===== src/slft_pkg.sv =====
// Constants, field layout and register map of the segment display frame timing block
package slft_pkg;
  localparam int unsigned SRC_CLK_MHZ = 100;
  localparam int unsigned ADDR_W = 8;
  localparam int unsigned MEM_BYTES = 20;
  // Register byte offsets
  localparam logic [7:0] FRAME_RATE_OFS = 8'h00;
  localparam logic [7:0] CONTRAST_OFS = 8'h04;
  localparam logic [7:0] MODE_OFS = 8'h08;
  localparam logic [7:0] STATUS_OFS = 8'h0c;
  localparam logic [7:0] MEM_BASE_OFS = 8'h40;
  localparam logic [7:0] MEM_LAST_OFS = 8'h8c;
  // Field positions
  localparam int unsigned PS_LSB = 4;
  localparam int unsigned CD_LSB = 0;
  localparam int unsigned DC_LSB = 5;
  localparam int unsigned CC_LSB = 0;
  localparam int unsigned DUTY_LSB = 0;
  localparam int unsigned BLANK_BIT = 2;
  // Writable masks; reserved bits read as zero
  localparam logic [7:0] FRAME_RATE_MASK = 8'h77;
  localparam logic [7:0] CONTRAST_MASK = 8'hef;
  localparam logic [7:0] MODE_MASK = 8'h07;
  // Reset values
  localparam logic [7:0] FRAME_RATE_RST = 8'h00;
  localparam logic [7:0] CONTRAST_RST = 8'h00;
  localparam logic [7:0] MODE_RST = 8'h00;
  localparam logic [7:0] MEM_RST = 8'h00;
  typedef enum logic [1:0] {
    DUTY_STATIC = 2'b00,
    DUTY_HALF = 2'b01,
    DUTY_THIRD = 2'b10,
    DUTY_QUARTER = 2'b11
  } slft_duty_t;
  // Frame factor K
  localparam logic [2:0] K_LAST_DEFAULT = 3'h7;
  localparam logic [2:0] K_LAST_THIRD = 3'h5;
  // Prescaler taps N per select code
  localparam int unsigned TAP_DIV [0:7] = '{16, 64, 128, 256, 512, 1024, 2048, 4096};
  // Driver on-time in microseconds per code 0..6; code 7 is half a prescaled period
  localparam int unsigned DRIVE_US [0:6] = '{300, 70, 150, 450, 575, 850, 1150};
  localparam logic [2:0] DRIVE_CODE_HALF = 3'h7;
endpackage


===== src/slft_frame_timing.sv =====
// Segment display frame timing: prescaler, frame counter, drive time, contrast and display memory
//
// Chosen here: the register addresses and the APB slave port.
`timescale 1ns/1ps
`default_nettype none
module slft_frame_timing #(
  parameter int unsigned DRIVE_CYCLES [0:6] = '{
    slft_pkg::DRIVE_US[0] * slft_pkg::SRC_CLK_MHZ,
    slft_pkg::DRIVE_US[1] * slft_pkg::SRC_CLK_MHZ,
    slft_pkg::DRIVE_US[2] * slft_pkg::SRC_CLK_MHZ,
    slft_pkg::DRIVE_US[3] * slft_pkg::SRC_CLK_MHZ,
    slft_pkg::DRIVE_US[4] * slft_pkg::SRC_CLK_MHZ,
    slft_pkg::DRIVE_US[5] * slft_pkg::SRC_CLK_MHZ,
    slft_pkg::DRIVE_US[6] * slft_pkg::SRC_CLK_MHZ}
) (
  input wire logic mclk, // Display source clock, 100 MHz
  input wire logic nrst, // Asynchronous reset, active low
  input wire logic psel, // APB select
  input wire logic penable, // APB access phase
  input wire logic pwrite, // APB write
  input wire logic [slft_pkg::ADDR_W-1:0] paddr, // APB byte address
  input wire logic [31:0] pwdata, // APB write data
  input wire logic [3:0] pstrb, // APB byte strobes
  output logic [31:0] prdata, // APB read data
  output logic pready, // APB ready
  output logic pslverr, // APB error on unmapped address
  output logic prescaled_display_clock, // Prescaled display clock
  output logic frame_start, // One-cycle frame boundary strobe
  output logic drive_on, // Drivers on after a transition
  output logic [3:0] max_drive_voltage, // Applied contrast level code
  output logic [3:0] com_out, // Active common lines, one-hot
  output logic [24:0] seg_out // Energized segments of active common
);
  logic [7:0] frame_rate_q;
  logic [7:0] contrast_q;
  logic [7:0] mode_q;
  logic [7:0] mem_q [0:slft_pkg::MEM_BYTES-1];
  logic [11:0] pre_cnt_q;
  logic [2:0] div_cnt_q;
  logic [15:0] per_cnt_q;
  logic [2:0] frame_phase_q;
  logic blank_active_q;
  logic [16:0] drv_cnt_q;
  logic per_ok_q;
  logic frame_ok_q;
  logic [31:0] prdata_q;
  logic pready_q;
  logic pslverr_q;
  logic clk_q;
  logic frame_start_q;
  logic drive_on_q;
  logic [3:0] voltage_q;
  logic [3:0] com_out_q;
  logic [24:0] seg_out_q;
  logic [11:0] tap_last;
  logic [2:0] cd;
  logic [15:0] period;
  logic [15:0] half;
  logic tap_tick;
  logic ps_tick;
  logic [2:0] k_last;
  logic frame_end;
  logic [16:0] drv_sel;
  logic [16:0] drv_lim;
  logic [1:0] duty;
  logic [1:0] com_idx;
  logic access;
  logic wr_en;

  // Byte index of a display memory address, or MEM_BYTES when not one
  function automatic logic [4:0] mem_index(input logic [7:0] a);
    logic [7:0] rel;
    rel = a - slft_pkg::MEM_BASE_OFS;
    if (a >= slft_pkg::MEM_BASE_OFS && a <= slft_pkg::MEM_LAST_OFS && a[1:0] == 2'b00)
      mem_index = rel[6:2];
    else
      mem_index = 5'(slft_pkg::MEM_BYTES);
  endfunction

  // Segments of common c: bytes 5c..5c+3, only bit 0 of byte 5c+3
  function automatic logic [24:0] seg_of(input logic [1:0] c);
    logic [4:0] b;
    b = 5'(5 * c);
    seg_of = {mem_q[b + 5'd3][0], mem_q[b + 5'd2], mem_q[b + 5'd1], mem_q[b]};
  endfunction

  // Common line served at a given frame phase
  function automatic logic [1:0] common_of(input logic [1:0] d, input logic [2:0] ph);
    unique case (d)
      slft_pkg::DUTY_STATIC: common_of = 2'd0;
      slft_pkg::DUTY_HALF: common_of = {1'b0, ph[2]};
      // A third-duty frame stretched by a duty change never reaches the fourth common
      slft_pkg::DUTY_THIRD: common_of = (ph[2:1] == 2'd3) ? 2'd2 : ph[2:1];
      default: common_of = ph[2:1];
    endcase
  endfunction

  assign duty = mode_q[slft_pkg::DUTY_LSB +: 2];
  assign cd = frame_rate_q[slft_pkg::CD_LSB +: 3];
  assign tap_last = 12'(slft_pkg::TAP_DIV[frame_rate_q[slft_pkg::PS_LSB +: 3]] - 1);
  assign period = 16'(slft_pkg::TAP_DIV[frame_rate_q[slft_pkg::PS_LSB +: 3]] * (cd + 1));
  assign half = {1'b0, period[15:1]};
  assign tap_tick = pre_cnt_q >= tap_last;
  assign ps_tick = tap_tick && div_cnt_q >= cd;
  assign k_last = (duty == slft_pkg::DUTY_THIRD) ? slft_pkg::K_LAST_THIRD : slft_pkg::K_LAST_DEFAULT;
  assign frame_end = ps_tick && frame_phase_q >= k_last;
  assign com_idx = common_of(duty, frame_phase_q);
  assign access = psel && penable && pready_q;
  assign wr_en = access && pwrite && pstrb[0];

  always_comb
  begin
    drv_sel = 17'(DRIVE_CYCLES[0]);
    if (contrast_q[slft_pkg::DC_LSB +: 3] != slft_pkg::DRIVE_CODE_HALF)
      drv_sel = 17'(DRIVE_CYCLES[contrast_q[slft_pkg::DC_LSB +: 3]]);
    if (duty == slft_pkg::DUTY_STATIC || blank_active_q || contrast_q[slft_pkg::DC_LSB +: 3] == slft_pkg::DRIVE_CODE_HALF)
      drv_lim = {1'b0, half};
    else if (drv_sel > {1'b0, half})
      drv_lim = {1'b0, half};
    else
      drv_lim = drv_sel;
  end

  // APB slave: one wait cycle, ready and data from flip-flops
  always_ff @(posedge mclk or negedge nrst)
  begin
    if (!nrst)
    begin
      pready_q <= 1'b0;
      pslverr_q <= 1'b0;
      prdata_q <= 32'h0;
    end
    else
    begin
      pready_q <= psel && penable && !pready_q;
      pslverr_q <= 1'b0;
      prdata_q <= 32'h0;
      if (psel && penable && !pready_q)
      begin
        unique case (paddr)
          slft_pkg::FRAME_RATE_OFS: prdata_q <= {24'h0, frame_rate_q};
          slft_pkg::CONTRAST_OFS: prdata_q <= {24'h0, contrast_q};
          slft_pkg::MODE_OFS: prdata_q <= {24'h0, mode_q};
          slft_pkg::STATUS_OFS: prdata_q <= {25'h0, frame_phase_q, 2'b00, drive_on_q, blank_active_q};
          default:
          begin
            if (mem_index(paddr) < 5'(slft_pkg::MEM_BYTES))
              prdata_q <= {24'h0, mem_q[mem_index(paddr)]};
            else
              pslverr_q <= 1'b1;
          end
        endcase
      end
    end
  end

  // Control registers
  always_ff @(posedge mclk or negedge nrst)
  begin
    if (!nrst)
    begin
      frame_rate_q <= slft_pkg::FRAME_RATE_RST;
      contrast_q <= slft_pkg::CONTRAST_RST;
      mode_q <= slft_pkg::MODE_RST;
    end
    else if (wr_en)
    begin
      if (paddr == slft_pkg::FRAME_RATE_OFS)
        frame_rate_q <= pwdata[7:0] & slft_pkg::FRAME_RATE_MASK;
      if (paddr == slft_pkg::CONTRAST_OFS)
        contrast_q <= pwdata[7:0] & slft_pkg::CONTRAST_MASK;
      if (paddr == slft_pkg::MODE_OFS)
        mode_q <= pwdata[7:0] & slft_pkg::MODE_MASK;
    end
  end

  // Display memory, every bit read/write
  generate
    for (genvar i = 0; i < slft_pkg::MEM_BYTES; i++)
    begin : g_mem
      always_ff @(posedge mclk or negedge nrst)
      begin
        if (!nrst)
          mem_q[i] <= slft_pkg::MEM_RST;
        else if (wr_en && mem_index(paddr) == 5'(i))
          mem_q[i] <= pwdata[7:0];
      end
    end
  endgenerate

  // Two-stage prescaler and prescaled clock
  always_ff @(posedge mclk or negedge nrst)
  begin
    if (!nrst)
    begin
      pre_cnt_q <= 12'h0;
      div_cnt_q <= 3'h0;
      per_cnt_q <= 16'h0;
      clk_q <= 1'b0;
    end
    else
    begin
      pre_cnt_q <= tap_tick ? 12'h0 : pre_cnt_q + 12'h1;
      if (ps_tick)
        div_cnt_q <= 3'h0;
      else if (tap_tick)
        div_cnt_q <= div_cnt_q + 3'h1;
      per_cnt_q <= ps_tick ? 16'h0 : per_cnt_q + 16'h1;
      // Rises only at a tick, so a larger divider written mid-period adds no extra edge
      clk_q <= ps_tick || (clk_q && (per_cnt_q + 16'h1) < half);
    end
  end

  // Frame counter, frame strobe, applied contrast and blanking
  always_ff @(posedge mclk or negedge nrst)
  begin
    if (!nrst)
    begin
      frame_phase_q <= 3'h0;
      frame_start_q <= 1'b0;
      voltage_q <= 4'h0;
      blank_active_q <= 1'b0;
    end
    else
    begin
      frame_start_q <= frame_end;
      if (ps_tick)
        frame_phase_q <= frame_end ? 3'h0 : frame_phase_q + 3'h1;
      if (frame_end)
      begin
        voltage_q <= contrast_q[slft_pkg::CC_LSB +: 4];
        blank_active_q <= mode_q[slft_pkg::BLANK_BIT];
      end
    end
  end

  // Driver on-time after each transition
  always_ff @(posedge mclk or negedge nrst)
  begin
    if (!nrst)
    begin
      drv_cnt_q <= 17'h0;
      drive_on_q <= 1'b0;
    end
    else if (ps_tick)
    begin
      drv_cnt_q <= drv_lim - 17'h1;
      drive_on_q <= 1'b1;
    end
    else if (drv_cnt_q != 17'h0)
      drv_cnt_q <= drv_cnt_q - 17'h1;
    else
      drive_on_q <= 1'b0;
  end

  // Common and segment outputs
  always_ff @(posedge mclk or negedge nrst)
  begin
    if (!nrst)
    begin
      com_out_q <= 4'h0;
      seg_out_q <= 25'h0;
    end
    else if (blank_active_q)
    begin
      com_out_q <= 4'h0;
      seg_out_q <= 25'h0;
    end
    else
    begin
      com_out_q <= 4'h1 << com_idx;
      seg_out_q <= seg_of(com_idx);
    end
  end

  // Period check helper: set at the first tick after a frame rate write, so the next period is full
  always_ff @(posedge mclk or negedge nrst)
  begin
    if (!nrst)
      per_ok_q <= 1'b0;
    else if (wr_en && paddr == slft_pkg::FRAME_RATE_OFS)
      per_ok_q <= 1'b0;
    else if (ps_tick)
      per_ok_q <= 1'b1;
  end

  // Frame check helper: no mode write since the previous frame boundary
  always_ff @(posedge mclk or negedge nrst)
  begin
    if (!nrst)
      frame_ok_q <= 1'b0;
    else if (wr_en && paddr == slft_pkg::MODE_OFS)
      frame_ok_q <= 1'b0;
    else if (frame_end)
      frame_ok_q <= 1'b1;
  end

  assign prdata = prdata_q;
  assign pready = pready_q;
  assign pslverr = pslverr_q;
  assign prescaled_display_clock = clk_q;
  assign frame_start = frame_start_q;
  assign drive_on = drive_on_q;
  assign max_drive_voltage = voltage_q;
  assign com_out = com_out_q;
  assign seg_out = seg_out_q;

  a_ps_period: assert property (@(posedge mclk) disable iff (!nrst)
    ps_tick && per_ok_q |-> per_cnt_q == period - 16'h1)
    else $error("prescaled period differs from N*D");
  a_frame_len: assert property (@(posedge mclk) disable iff (!nrst)
    frame_start_q && $past(frame_ok_q) |-> frame_phase_q == 3'h0 && $past(frame_phase_q) ==
      (($past(duty) == slft_pkg::DUTY_THIRD) ? slft_pkg::K_LAST_THIRD : slft_pkg::K_LAST_DEFAULT))
    else $error("frame length does not match K");
  a_drive_cap: assert property (@(posedge mclk) disable iff (!nrst)
    drive_on_q && per_ok_q |-> per_cnt_q < half)
    else $error("drive time exceeds half period");
  a_drive_half: assert property (@(posedge mclk) disable iff (!nrst)
    ps_tick && (duty == slft_pkg::DUTY_STATIC || blank_active_q) |=> drv_cnt_q == $past({1'b0, half}) - 17'h1)
    else $error("static or blank drive time not half period");
  a_drive_code: assert property (@(posedge mclk) disable iff (!nrst)
    ps_tick && duty != slft_pkg::DUTY_STATIC && !blank_active_q
      && contrast_q[slft_pkg::DC_LSB +: 3] == 3'h1 && {1'b0, half} >= 17'(DRIVE_CYCLES[1])
      |=> drv_cnt_q == 17'(DRIVE_CYCLES[1]) - 17'h1)
    else $error("drive time code not applied");
  a_contrast_hold: assert property (@(posedge mclk) disable iff (!nrst)
    $changed(voltage_q) |-> frame_start_q)
    else $error("contrast changed outside frame start");
  a_seg_map: assert property (@(posedge mclk) disable iff (!nrst)
    com_out_q[1] |-> seg_out_q == $past({mem_q[8][0], mem_q[7], mem_q[6], mem_q[5]}))
    else $error("segments of common one mismatch memory");
  a_reserved_zero: assert property (@(posedge mclk) disable iff (!nrst)
    pready_q && !pwrite && paddr == slft_pkg::FRAME_RATE_OFS |-> prdata_q[7] == 1'b0 && prdata_q[3] == 1'b0)
    else $error("reserved frame rate bits read nonzero");
  a_duty_commons: assert property (@(posedge mclk) disable iff (!nrst)
    com_out_q[3] |-> $past(duty) == slft_pkg::DUTY_QUARTER)
    else $error("fourth common active outside quarter duty");
  a_blank_ground: assert property (@(posedge mclk) disable iff (!nrst)
    blank_active_q |=> com_out_q == 4'h0 && seg_out_q == 25'h0)
    else $error("outputs not grounded while blanked");
  a_strobe_pulse: assert property (@(posedge mclk) disable iff (!nrst)
    frame_start_q |=> !frame_start_q)
    else $error("frame strobe longer than one cycle");
  a_clk_rise: assert property (@(posedge mclk) disable iff (!nrst)
    $rose(clk_q) |-> $past(ps_tick))
    else $error("prescaled clock rose without a tick");
  a_mem_storage: assert property (@(posedge mclk) disable iff (!nrst)
    wr_en && paddr == slft_pkg::MEM_BASE_OFS + 8'h10 |=> mem_q[4] == $past(pwdata[7:0]))
    else $error("unused memory byte not stored");

  c_frame_third: cover property (@(posedge mclk) disable iff (!nrst)
    frame_start_q && duty == slft_pkg::DUTY_THIRD);
  c_blank_entry: cover property (@(posedge mclk) disable iff (!nrst)
    $rose(blank_active_q));
  c_contrast_apply: cover property (@(posedge mclk) disable iff (!nrst)
    $changed(voltage_q));
  c_unmapped_err: cover property (@(posedge mclk) disable iff (!nrst)
    pslverr_q);
endmodule // slft_frame_timing
`default_nettype wire


===== config.mk =====
export PLATFORM = sky130hd
export DESIGN_NAME = slft_frame_timing
export DESIGN_NICKNAME = d
export VERILOG_FILES = /design/src/slft_pkg.sv /design/src/slft_frame_timing.sv
export SDC_FILE = /design/constraint.sdc
export NUM_CORES = 1
export LEC_CHECK = 0
export ABC_AREA = 1
export BUFFER_PORTS_ARGS = -buffer_cell sky130_fd_sc_hd__buf_2
export CAP_MARGIN = 20
export CORE_ASPECT_RATIO = 1.2
export CORE_UTILIZATION = 60
export CTS_CLUSTER_SIZE = 16
export DETAILED_ROUTE_END_ITERATION = 8
export PLACE_DENSITY = 0.79
export SLEW_MARGIN = 5
export SYNTH_ARGS = -nofsm -noshare
export SYNTH_HDL_FRONTEND = slang
export SYNTH_SLANG_ARGS = --single-unit

===== constraint.sdc =====
create_clock -name mclk -period 6.8 [get_ports mclk]
set_clock_uncertainty 0.15 [all_clocks]
set_input_delay 1.02 -clock mclk [delete_from_list [all_inputs] [get_ports mclk]]
set_output_delay 1.02 -clock mclk [all_outputs]
set_load 0.1 [all_outputs]

# Word-level counts from Yosys, hierarchy flattened
# Memory sizes are Yosys's and may differ from the RTL's.
# Index checks and enable logic that the tools add are counted.
[totals]
output_inout_bits = 70
latchBits = 0
elab_cells = 198
rom_bits = 512
ramBits = 0
memories = 2
in_bits = 49
ff_bits = 298
[op_classes]
reduce_logical = 45
addsub = 12
shift = 1
multipliers = 2
order_cmp = 15
bitwise_logic = 7
div = 0
n_eq_ne = 28
n_mux = 48
[mem_list]
columns = ["name", "depth", "width", "rd", "rd_clocked_by_memory_dff", "write_ports", "line", "source"]
rows = [
  ["(name not given)", 8, 32, 1, 0, 0, "slft_frame_timing.sv:115", "drv_sel = 17'(DRIVE_CYCLES[contrast_q[slft_pkg::DC_LSB +: 3]]);"],
  ["(name not given)", 8, 32, 1, 0, 0, "slft_frame_timing.sv:101", "assign period = 16'(slft_pkg::TAP_DIV[frame_rate_q[slft_pkg::PS_LSB +: 3]] * (cd + 1));"],
]
[ops]
columns = ["operator", "n"]
rows = [
  ["$bmux W8 S5", 5],
  ["$pmux W32 S4", 1],
  ["$mux W17", 7],
  ["$mux W32", 3],
  ["$mux W8", 9],
  ["$eq A5 B4 Y1 const B", 8],
  ["$sub A17 B1 Y17 const B", 2],
  ["$mul A32 B4 Y16", 1],
  ["$ge A6 B6 Y1 const B", 5],
  ["$logic_and A1 B1 Y1", 30],
  ["$mux W5", 6],
  ["$not A5 Y6", 5],
  ["$mux W25", 1],
  ["$eq A5 B3 Y1 const B", 4],
  ["$eq A5 B5 Y1 const B", 4],
  ["$gt A17 B15 Y1", 1],
  ["$reduce_bool A17 Y1", 1],
  ["$add A16 B1 Y16 const B", 1],
  ["$eq A8 B4 Y1 const B", 2],
  ["$lt A16 B15 Y1", 1],
  ["$mux W16", 1],
  ["$add A12 B1 Y12 const B", 1],
  ["$ge A12 B12 Y1", 1],
  ["$mux W12", 1],
  ["35 further kinds", 57],
]

# Depth between registers and ports, before layout
[logic_depth]
word_depth = 17
mapped_depth = 35
ltp_nobuf = 34

# Worst setup path before layout
# OpenSTA, ideal clock, no wires.
[synth_path]
kind = "register to register"
from = "reg frame_rate_q[0]"
to = "reg drv_cnt_q[10]"
synth_period_minus_slack_ps = 5230
n_path_buf = 1
required_ps = 6533
stages_incl_launch_ff = 29
setup_ps = 117
t_arrival_ps = 4963
path_slack_ps = 1570
cell_sequence = "dfrtp_1 ha_1 xnor2_1 nor2_1 fa_1 inv_1 fa_1 inv_1 ha_1 a21oi_1 nand2_1 a31oi_1 xor2_1 ha_1 inv_1 nor3_1 nand4_1 nand3b_2 nand2_4 buf_6 nand3_1 nand3_1 nand2_2 nor2_1 nand2_1 nor2_1 nand2_1 nand2_1 nor2_1"
[synth_between]
elab_chain_cells = 7
elab_cells_between_ends = 10
cone_classes = "2 x add/sub; 1 x mul; 2 x order compare; 3 x mux; 2 x reduce/logical"
[synth_rtl]
columns = ["element", "line", "source"]
rows = [
  ["start: declaration", "slft_frame_timing.sv:34", "logic [7:0] frame_rate_q;"],
  ["start signal: assignment", "slft_frame_timing.sv:162", "frame_rate_q <= slft_pkg::FRAME_RATE_RST;"],
  ["start signal: assignment", "slft_frame_timing.sv:169", "frame_rate_q <= pwdata[7:0] & slft_pkg::FRAME_RATE_MASK;"],
  ["$add A3 B1 Y4", "slft_frame_timing.sv:101", ""],
  ["$mul A32 B4 Y16", "slft_frame_timing.sv:101", ""],
  ["$gt A17 B15 Y1", "slft_frame_timing.sv:118", "else if (drv_sel > {1'b0, half})"],
  ["$mux W17", "slft_frame_timing.sv:118", ""],
  ["$mux W17", "slft_frame_timing.sv:116", "if (duty == slft_pkg::DUTY_STATIC || blank_active_q || contrast_q[slft_pkg::DC_LSB +: 3] == slft_pkg::DRIVE_CO ..."],
  ["$sub A17 B1 Y17", "slft_frame_timing.sv:247", "drv_cnt_q <= drv_lim - 17'h1;"],
  ["$mux W17", "slft_frame_timing.sv:245", "else if (ps_tick)"],
  ["end signal: assignment", "slft_frame_timing.sv:247", ""],
  ["end signal: assignment", "slft_frame_timing.sv:251", "drv_cnt_q <= drv_cnt_q - 17'h1;"],
  ["end: declaration", "slft_frame_timing.sv:43", "logic [16:0] drv_cnt_q;"],
]
# Parallel ways exist; a longest one is shown, timed or not.
# A chain may end at the register's enable or synchronous reset.

# Worst setup path in the final report
[layout_path]
from = "reg frame_rate_q[0]"
to = "reg drv_cnt_q[11]"
# The elaborated chain is that of the path after synthesis.

==> reports/metrics.sh <==
OUTCOME='finished clean'
TOTALNEGATIVESETUPSLACK_NS=0
TOTAL_LEAKAGE_POWER_nW=8.820
DP_HPWL_MM=36.54
SYNTHFLOPTYPE='sky130_fd_sc_hd__dfrtp_1'
YOSYS.AREA_SHARE.SIMPLE_PCT=25.41
CHIP_HEIGHT_UM=188.7
PLACE.PORT_BUFFERS=67
CP_CAPTURE_TYPE='flop'
TIMING.SETUP.CRITICAL_PATH_CLASS='reg -> reg'
START_KIND='flop'
POST_CTS_HOLD_BUFFER_COUNT=0
FIRST_GLOBAL_VIAS=16010
FINAL_WEIGHTED_CONGESTION_IN_ROUTABILITY_DRIVEN_PLACEMENT=0.9993
PERIOD_SHARE_PCT=90.58
ADDER_CELL_AREA_SHARE_OF_THE_YOSYS_NETLIST_PCT=5.643
ROUTED-WL-MET2_MM=24.88
CRITICAL_PATH_PEAK_FANOUT=15
DESIGN.PORTCOUNT=119
DRT-VIAS-PER-INSTANCE=6.169
TIMING.CRITICAL_PATH.REQUIRED_NS=7.15
INITIAL_ANTENNA_VIOLATION_COUNT=1
TRITONCTS='done'
TRITONCTS.NUM_BUFFERS=30
LAYOUT-DRIVE-GT1-SHARE_PCT=7.766
DRC=0
TIMING.CRITICAL_PATH.SLOWEST_STAGE_CELL='sky130_fd_sc_hd__fa_1'
GRT_PASS1_WL_MM=84.60
MAX_STAGE_DELAY_NS=0.55
HOLD_DEPTH=1
WORST_SKEW_PAIR_LATER_PIN_LATENCY_NS=0.58
CRITPATHARRIVALTIME_NS=6.51
CTS_RESIZED=0
SYNTH-COMPOUND-AREA-SHARE_PCT=19.84
SYNTH_SEQUENTIAL_AREA_RATIO_PCT=39.35
CP_TOP_FAMILY='simple AND/OR/NAND/NOR gates'
PATH_COMMON_CELL='sky130_fd_sc_hd__nand2_1'
MET3_WIRELENGTH_MM=5.476
NUM-NETS-FINAL=2508
PLACE_AREA_UM2=17790
MET1WIRELENGTH_MM=19.71
SETUP_VIOL=0
CRITPATHLAUNCH='frame_rate_q[0]$_DFFE_PN0P_'
FIN_UTIL_PCT=65.72
WORSTREGTOREGCELLS=28
CRIT_END='drv_cnt_q[11]$_DFFE_PN0P_'
PIN_COUNT_OF_THE_BIGGEST_NET_ENTERING_GLOBAL_ROUTING=160
IR_DROP_uV=260.2
DIE_WIDTH_UM=157.6
CTS_HTREE_LEVELS=1
WORST_SETUP_HOLD_PATH_CLK_SLEW_NS=0.06
ROUTE.FINAL.WIRE_LENGTH_MM=54.27
CTS.ROOT.BUFFER_CELL='sky130_fd_sc_hd__clkbuf_16'
SYNTH_XOR_XNOR_AREA_SHARE_PCT=1.156
MAX_FREQ_MHz=162.3
GRT.TOTAL_USAGE_PCT=36.96
SYNTH_CELL_TYPE_COUNT=53
MAX_SLEW_MARGIN_PCT=31.26
STARTING_DENSITY_OF_THE_CORE_PCT=60.78
CTS_BUFFER_DEPTH=3
POWER_PER_CELL_AREA_nW_PER_UM2=290.2
FINAL-INSTANCE-COUNT-EXCL-FILL=2796
SYNTH.MUX.AREA_FRACTION_PCT=0
POSTSYNTH.ASYNCRESETSHARE_PCT=100.0
FINALWORSTPATHREQUIREDPERIOD_NS=6.160
PLACEDCELLCOUNT=2739
DRV_SLEW=0
GLOBALROUTE.TOTALOVERFLOW=0
SYNTH_EDF_COUNT=0
COMMONEST_CELLS_AFTER_ROUTING_FILL_AND_TAPS_ASIDE='sky130_fd_sc_hd__nand2_1 (637), sky130_fd_sc_hd__o21ai_0 (318), sky130_fd_sc_hd__dfrtp_1 (274), sky130_fd_sc_hd__inv_1 (202), sky130_fd_sc_hd__nor2_1 (166)'
DRT-PASS1-ITER-COUNT=6
NUMBER_OF_SYNTHESIZED_REGISTER_BITS=274
HIGHEST-SIGNAL-LAYER='met4'
TIMING.MAX_CAP.VIOLATIONS=0
GRT_SETUP_UNREPAIRED='no'
CRIT_BUF_INV=4
STD_CELL_ROWS=68
POST_ROUTE_ANT_NETS=0
SYNTH_AREA_UM2=17430
VIAS=17250
AREA_ENCLOSED_BY_THE_DIE_BOUNDARY_UM2=29730
AREA_GROWTH_PCT=8.128
MOST_COMMON_CELL_AFTER_LAYOUT_FILL_AND_TAPS_ASIDE='sky130_fd_sc_hd__nand2_1'
TIGHTEST_SLEW_NS=1.029
VIOLATION_COUNT_AFTER_THE_FIRST_DETAILED_ROUTE_ITERATION=1868
AVGROUTEDWIREPERCELL_UM=19.41
TIMING.HOLD.WORST.CLASS='reg -> reg'
R2R_START='frame_rate_q[0]$_DFFE_PN0P_'
YS.WARNINGS.COUNT=0
TIMING.RR.END='drv_cnt_q[11]$_DFFE_PN0P_'
SYN_AVG_CELL_AREA_UM2=7.249
LARGEST_FAMILY_OF_LOGIC_CELLS_BY_SYNTHESIZED_AREA='simple AND/OR/NAND/NOR gates'
R2R_SETUP_SLACK_NS=0.64
CLOCK_SINK_COUNT=274
POST_CTS.REPAIR.SETUP_BUFFERS=0
CRITICAL_PATH_CELL_COUNT=28
SYNTHESIZED_NETLIST_CELL_COUNT=2404
CORE_AREA_UM2=28670
REPORT.FINAL.HOLD_VIOL_COUNT=0
POST_ROUTE_DESIGN_AREA_UM2=18840
worst min path at each step:
stage                            from                      to  slack [ns]
2_1_floorplan  per_cnt_q[0]$_DFF_PN0_  per_cnt_q[0]$_DFF_PN0_        0.28
4_1_cts        pre_cnt_q[0]$_DFF_PN0_  pre_cnt_q[0]$_DFF_PN0_        0.31
5_1_grt        per_cnt_q[0]$_DFF_PN0_  per_cnt_q[0]$_DFF_PN0_        0.34
6_report       pre_cnt_q[0]$_DFF_PN0_  pre_cnt_q[0]$_DFF_PN0_        0.31
3_5_place_dp   pre_cnt_q[0]$_DFF_PN0_  pre_cnt_q[0]$_DFF_PN0_        0.31
3_3_place_gp   pre_cnt_q[0]$_DFF_PN0_  pre_cnt_q[0]$_DFF_PN0_        0.29
metal layers:
| metal | global-route usage, % | vias to the layer above |
|---|---|---|
| met5 | 0 | - |
| met4 | 26.59 | 0 |
| met3 | 5.681 | 253 |
| met2 | 58.85 | 1048 |
| met1 | 45.58 | 7977 |
| li1 | - | 7970 |
cell usage after synthesis (7+ instances only):
cell | n | area, µm²
sky130_fd_sc_hd__nand2_1 | 638 | 2395
sky130_fd_sc_hd__o21ai_0 | 318 | 1592
sky130_fd_sc_hd__dfrtp_1 | 274 | 6857
sky130_fd_sc_hd__inv_1 | 202 | 758.2
sky130_fd_sc_hd__nor2_1 | 166 | 623.1
sky130_fd_sc_hd__a21oi_1 | 155 | 775.7
sky130_fd_sc_hd__nand3_1 | 133 | 665.6
sky130_fd_sc_hd__clkbuf_1 | 110 | 412.9
sky130_fd_sc_hd__ha_1 | 61 | 763.2
sky130_fd_sc_hd__o22ai_1 | 52 | 325.3
sky130_fd_sc_hd__nor3_1 | 27 | 135.1
sky130_fd_sc_hd__buf_4 | 24 | 180.2
sky130_fd_sc_hd__a31oi_1 | 20 | 125.1
sky130_fd_sc_hd__xor2_1 | 15 | 131.4
sky130_fd_sc_hd__buf_1 | 14 | 52.55
sky130_fd_sc_hd__and3_1 | 13 | 81.33
sky130_fd_sc_hd__o211ai_1 | 13 | 97.59
sky130_fd_sc_hd__a32o_1 | 12 | 120.1
sky130_fd_sc_hd__nand2_2 | 12 | 75.07
sky130_fd_sc_hd__nand4_1 | 12 | 75.07
sky130_fd_sc_hd__fa_1 | 11 | 220.2
sky130_fd_sc_hd__nor2_2 | 10 | 62.56
sky130_fd_sc_hd__nor4_1 | 9 | 56.30
sky130_fd_sc_hd__a311oi_1 | 8 | 70.07
sky130_fd_sc_hd__buf_2 | 8 | 40.04
sky130_fd_sc_hd__xnor2_1 | 8 | 70.07
sky130_fd_sc_hd__a221oi_1 | 7 | 61.31
sky130_fd_sc_hd__nand3_2 | 7 | 70.07
sky130_fd_sc_hd__o221ai_1 | 7 | 61.31
sky130_fd_sc_hd__or2_2 | 7 | 43.79
registers in the layout (all words and copies together), names as in the netlist:
name and count:
per_cnt_q 16, contrast_q 7, pready 1, seg_out 25
prdata 8, max_drive_voltage 4, mem_q 160, mode_q 3
blank_active_q 1, frame_rate_q 6, div_cnt_q 3, pre_cnt_q 12
drv_cnt_q 17, frame_phase_q 3, drive_on 1, com_out 4
prescaled_display_clock 1, pslverr 1, frame_start 1
cells by family (layout without fill, tap and decap cells):
logic type,count (synthesis),after routing
other,1,27
xor gates and xnor gates,23,23
and+or+nand+nor,1049,1049
DFF,274,274
adders and majority gates,72,72
buffers and inverters,367,348
AOI/OAI and AO/OA,618,618
per-stage QoR:
stage	setup slack (ns)	hold WS, ns	total power, W
finish	0.6402	0.3130	0.005468
global route	0.1880	0.3375	0.005705
CTS	0.6466	0.3147	0.005443
detailed placement	0.6772	0.3070	0.003738
global placement	0.8474	0.2943	0.003702
floorplan	1.570	0.2829	0.003305
layout make-up:
class / count / area, µm²
well taps: 385 / 481.7
clock inverters: 7 / 112.6
multi-input cells: 1786 / 9175
inverters: 209 / 787.0
repair buffers: 86 / 500.5
clock buffers: 46 / 922.1
fillers: 2519 / 9829
flip-flops and latches: 274 / 6857
diodes: 3 / 7.507
power by group:
group	switching, W	internal [W]	total [W]
Clock	0.000673	0.00104	0.00171
Sequential	0.0000779	0.00177	0.00185
Combinational	0.00146	0.000452	0.00191
Total	0.00221	0.00326	0.00547
Note: power is estimated with default switching activity, not from simulation.
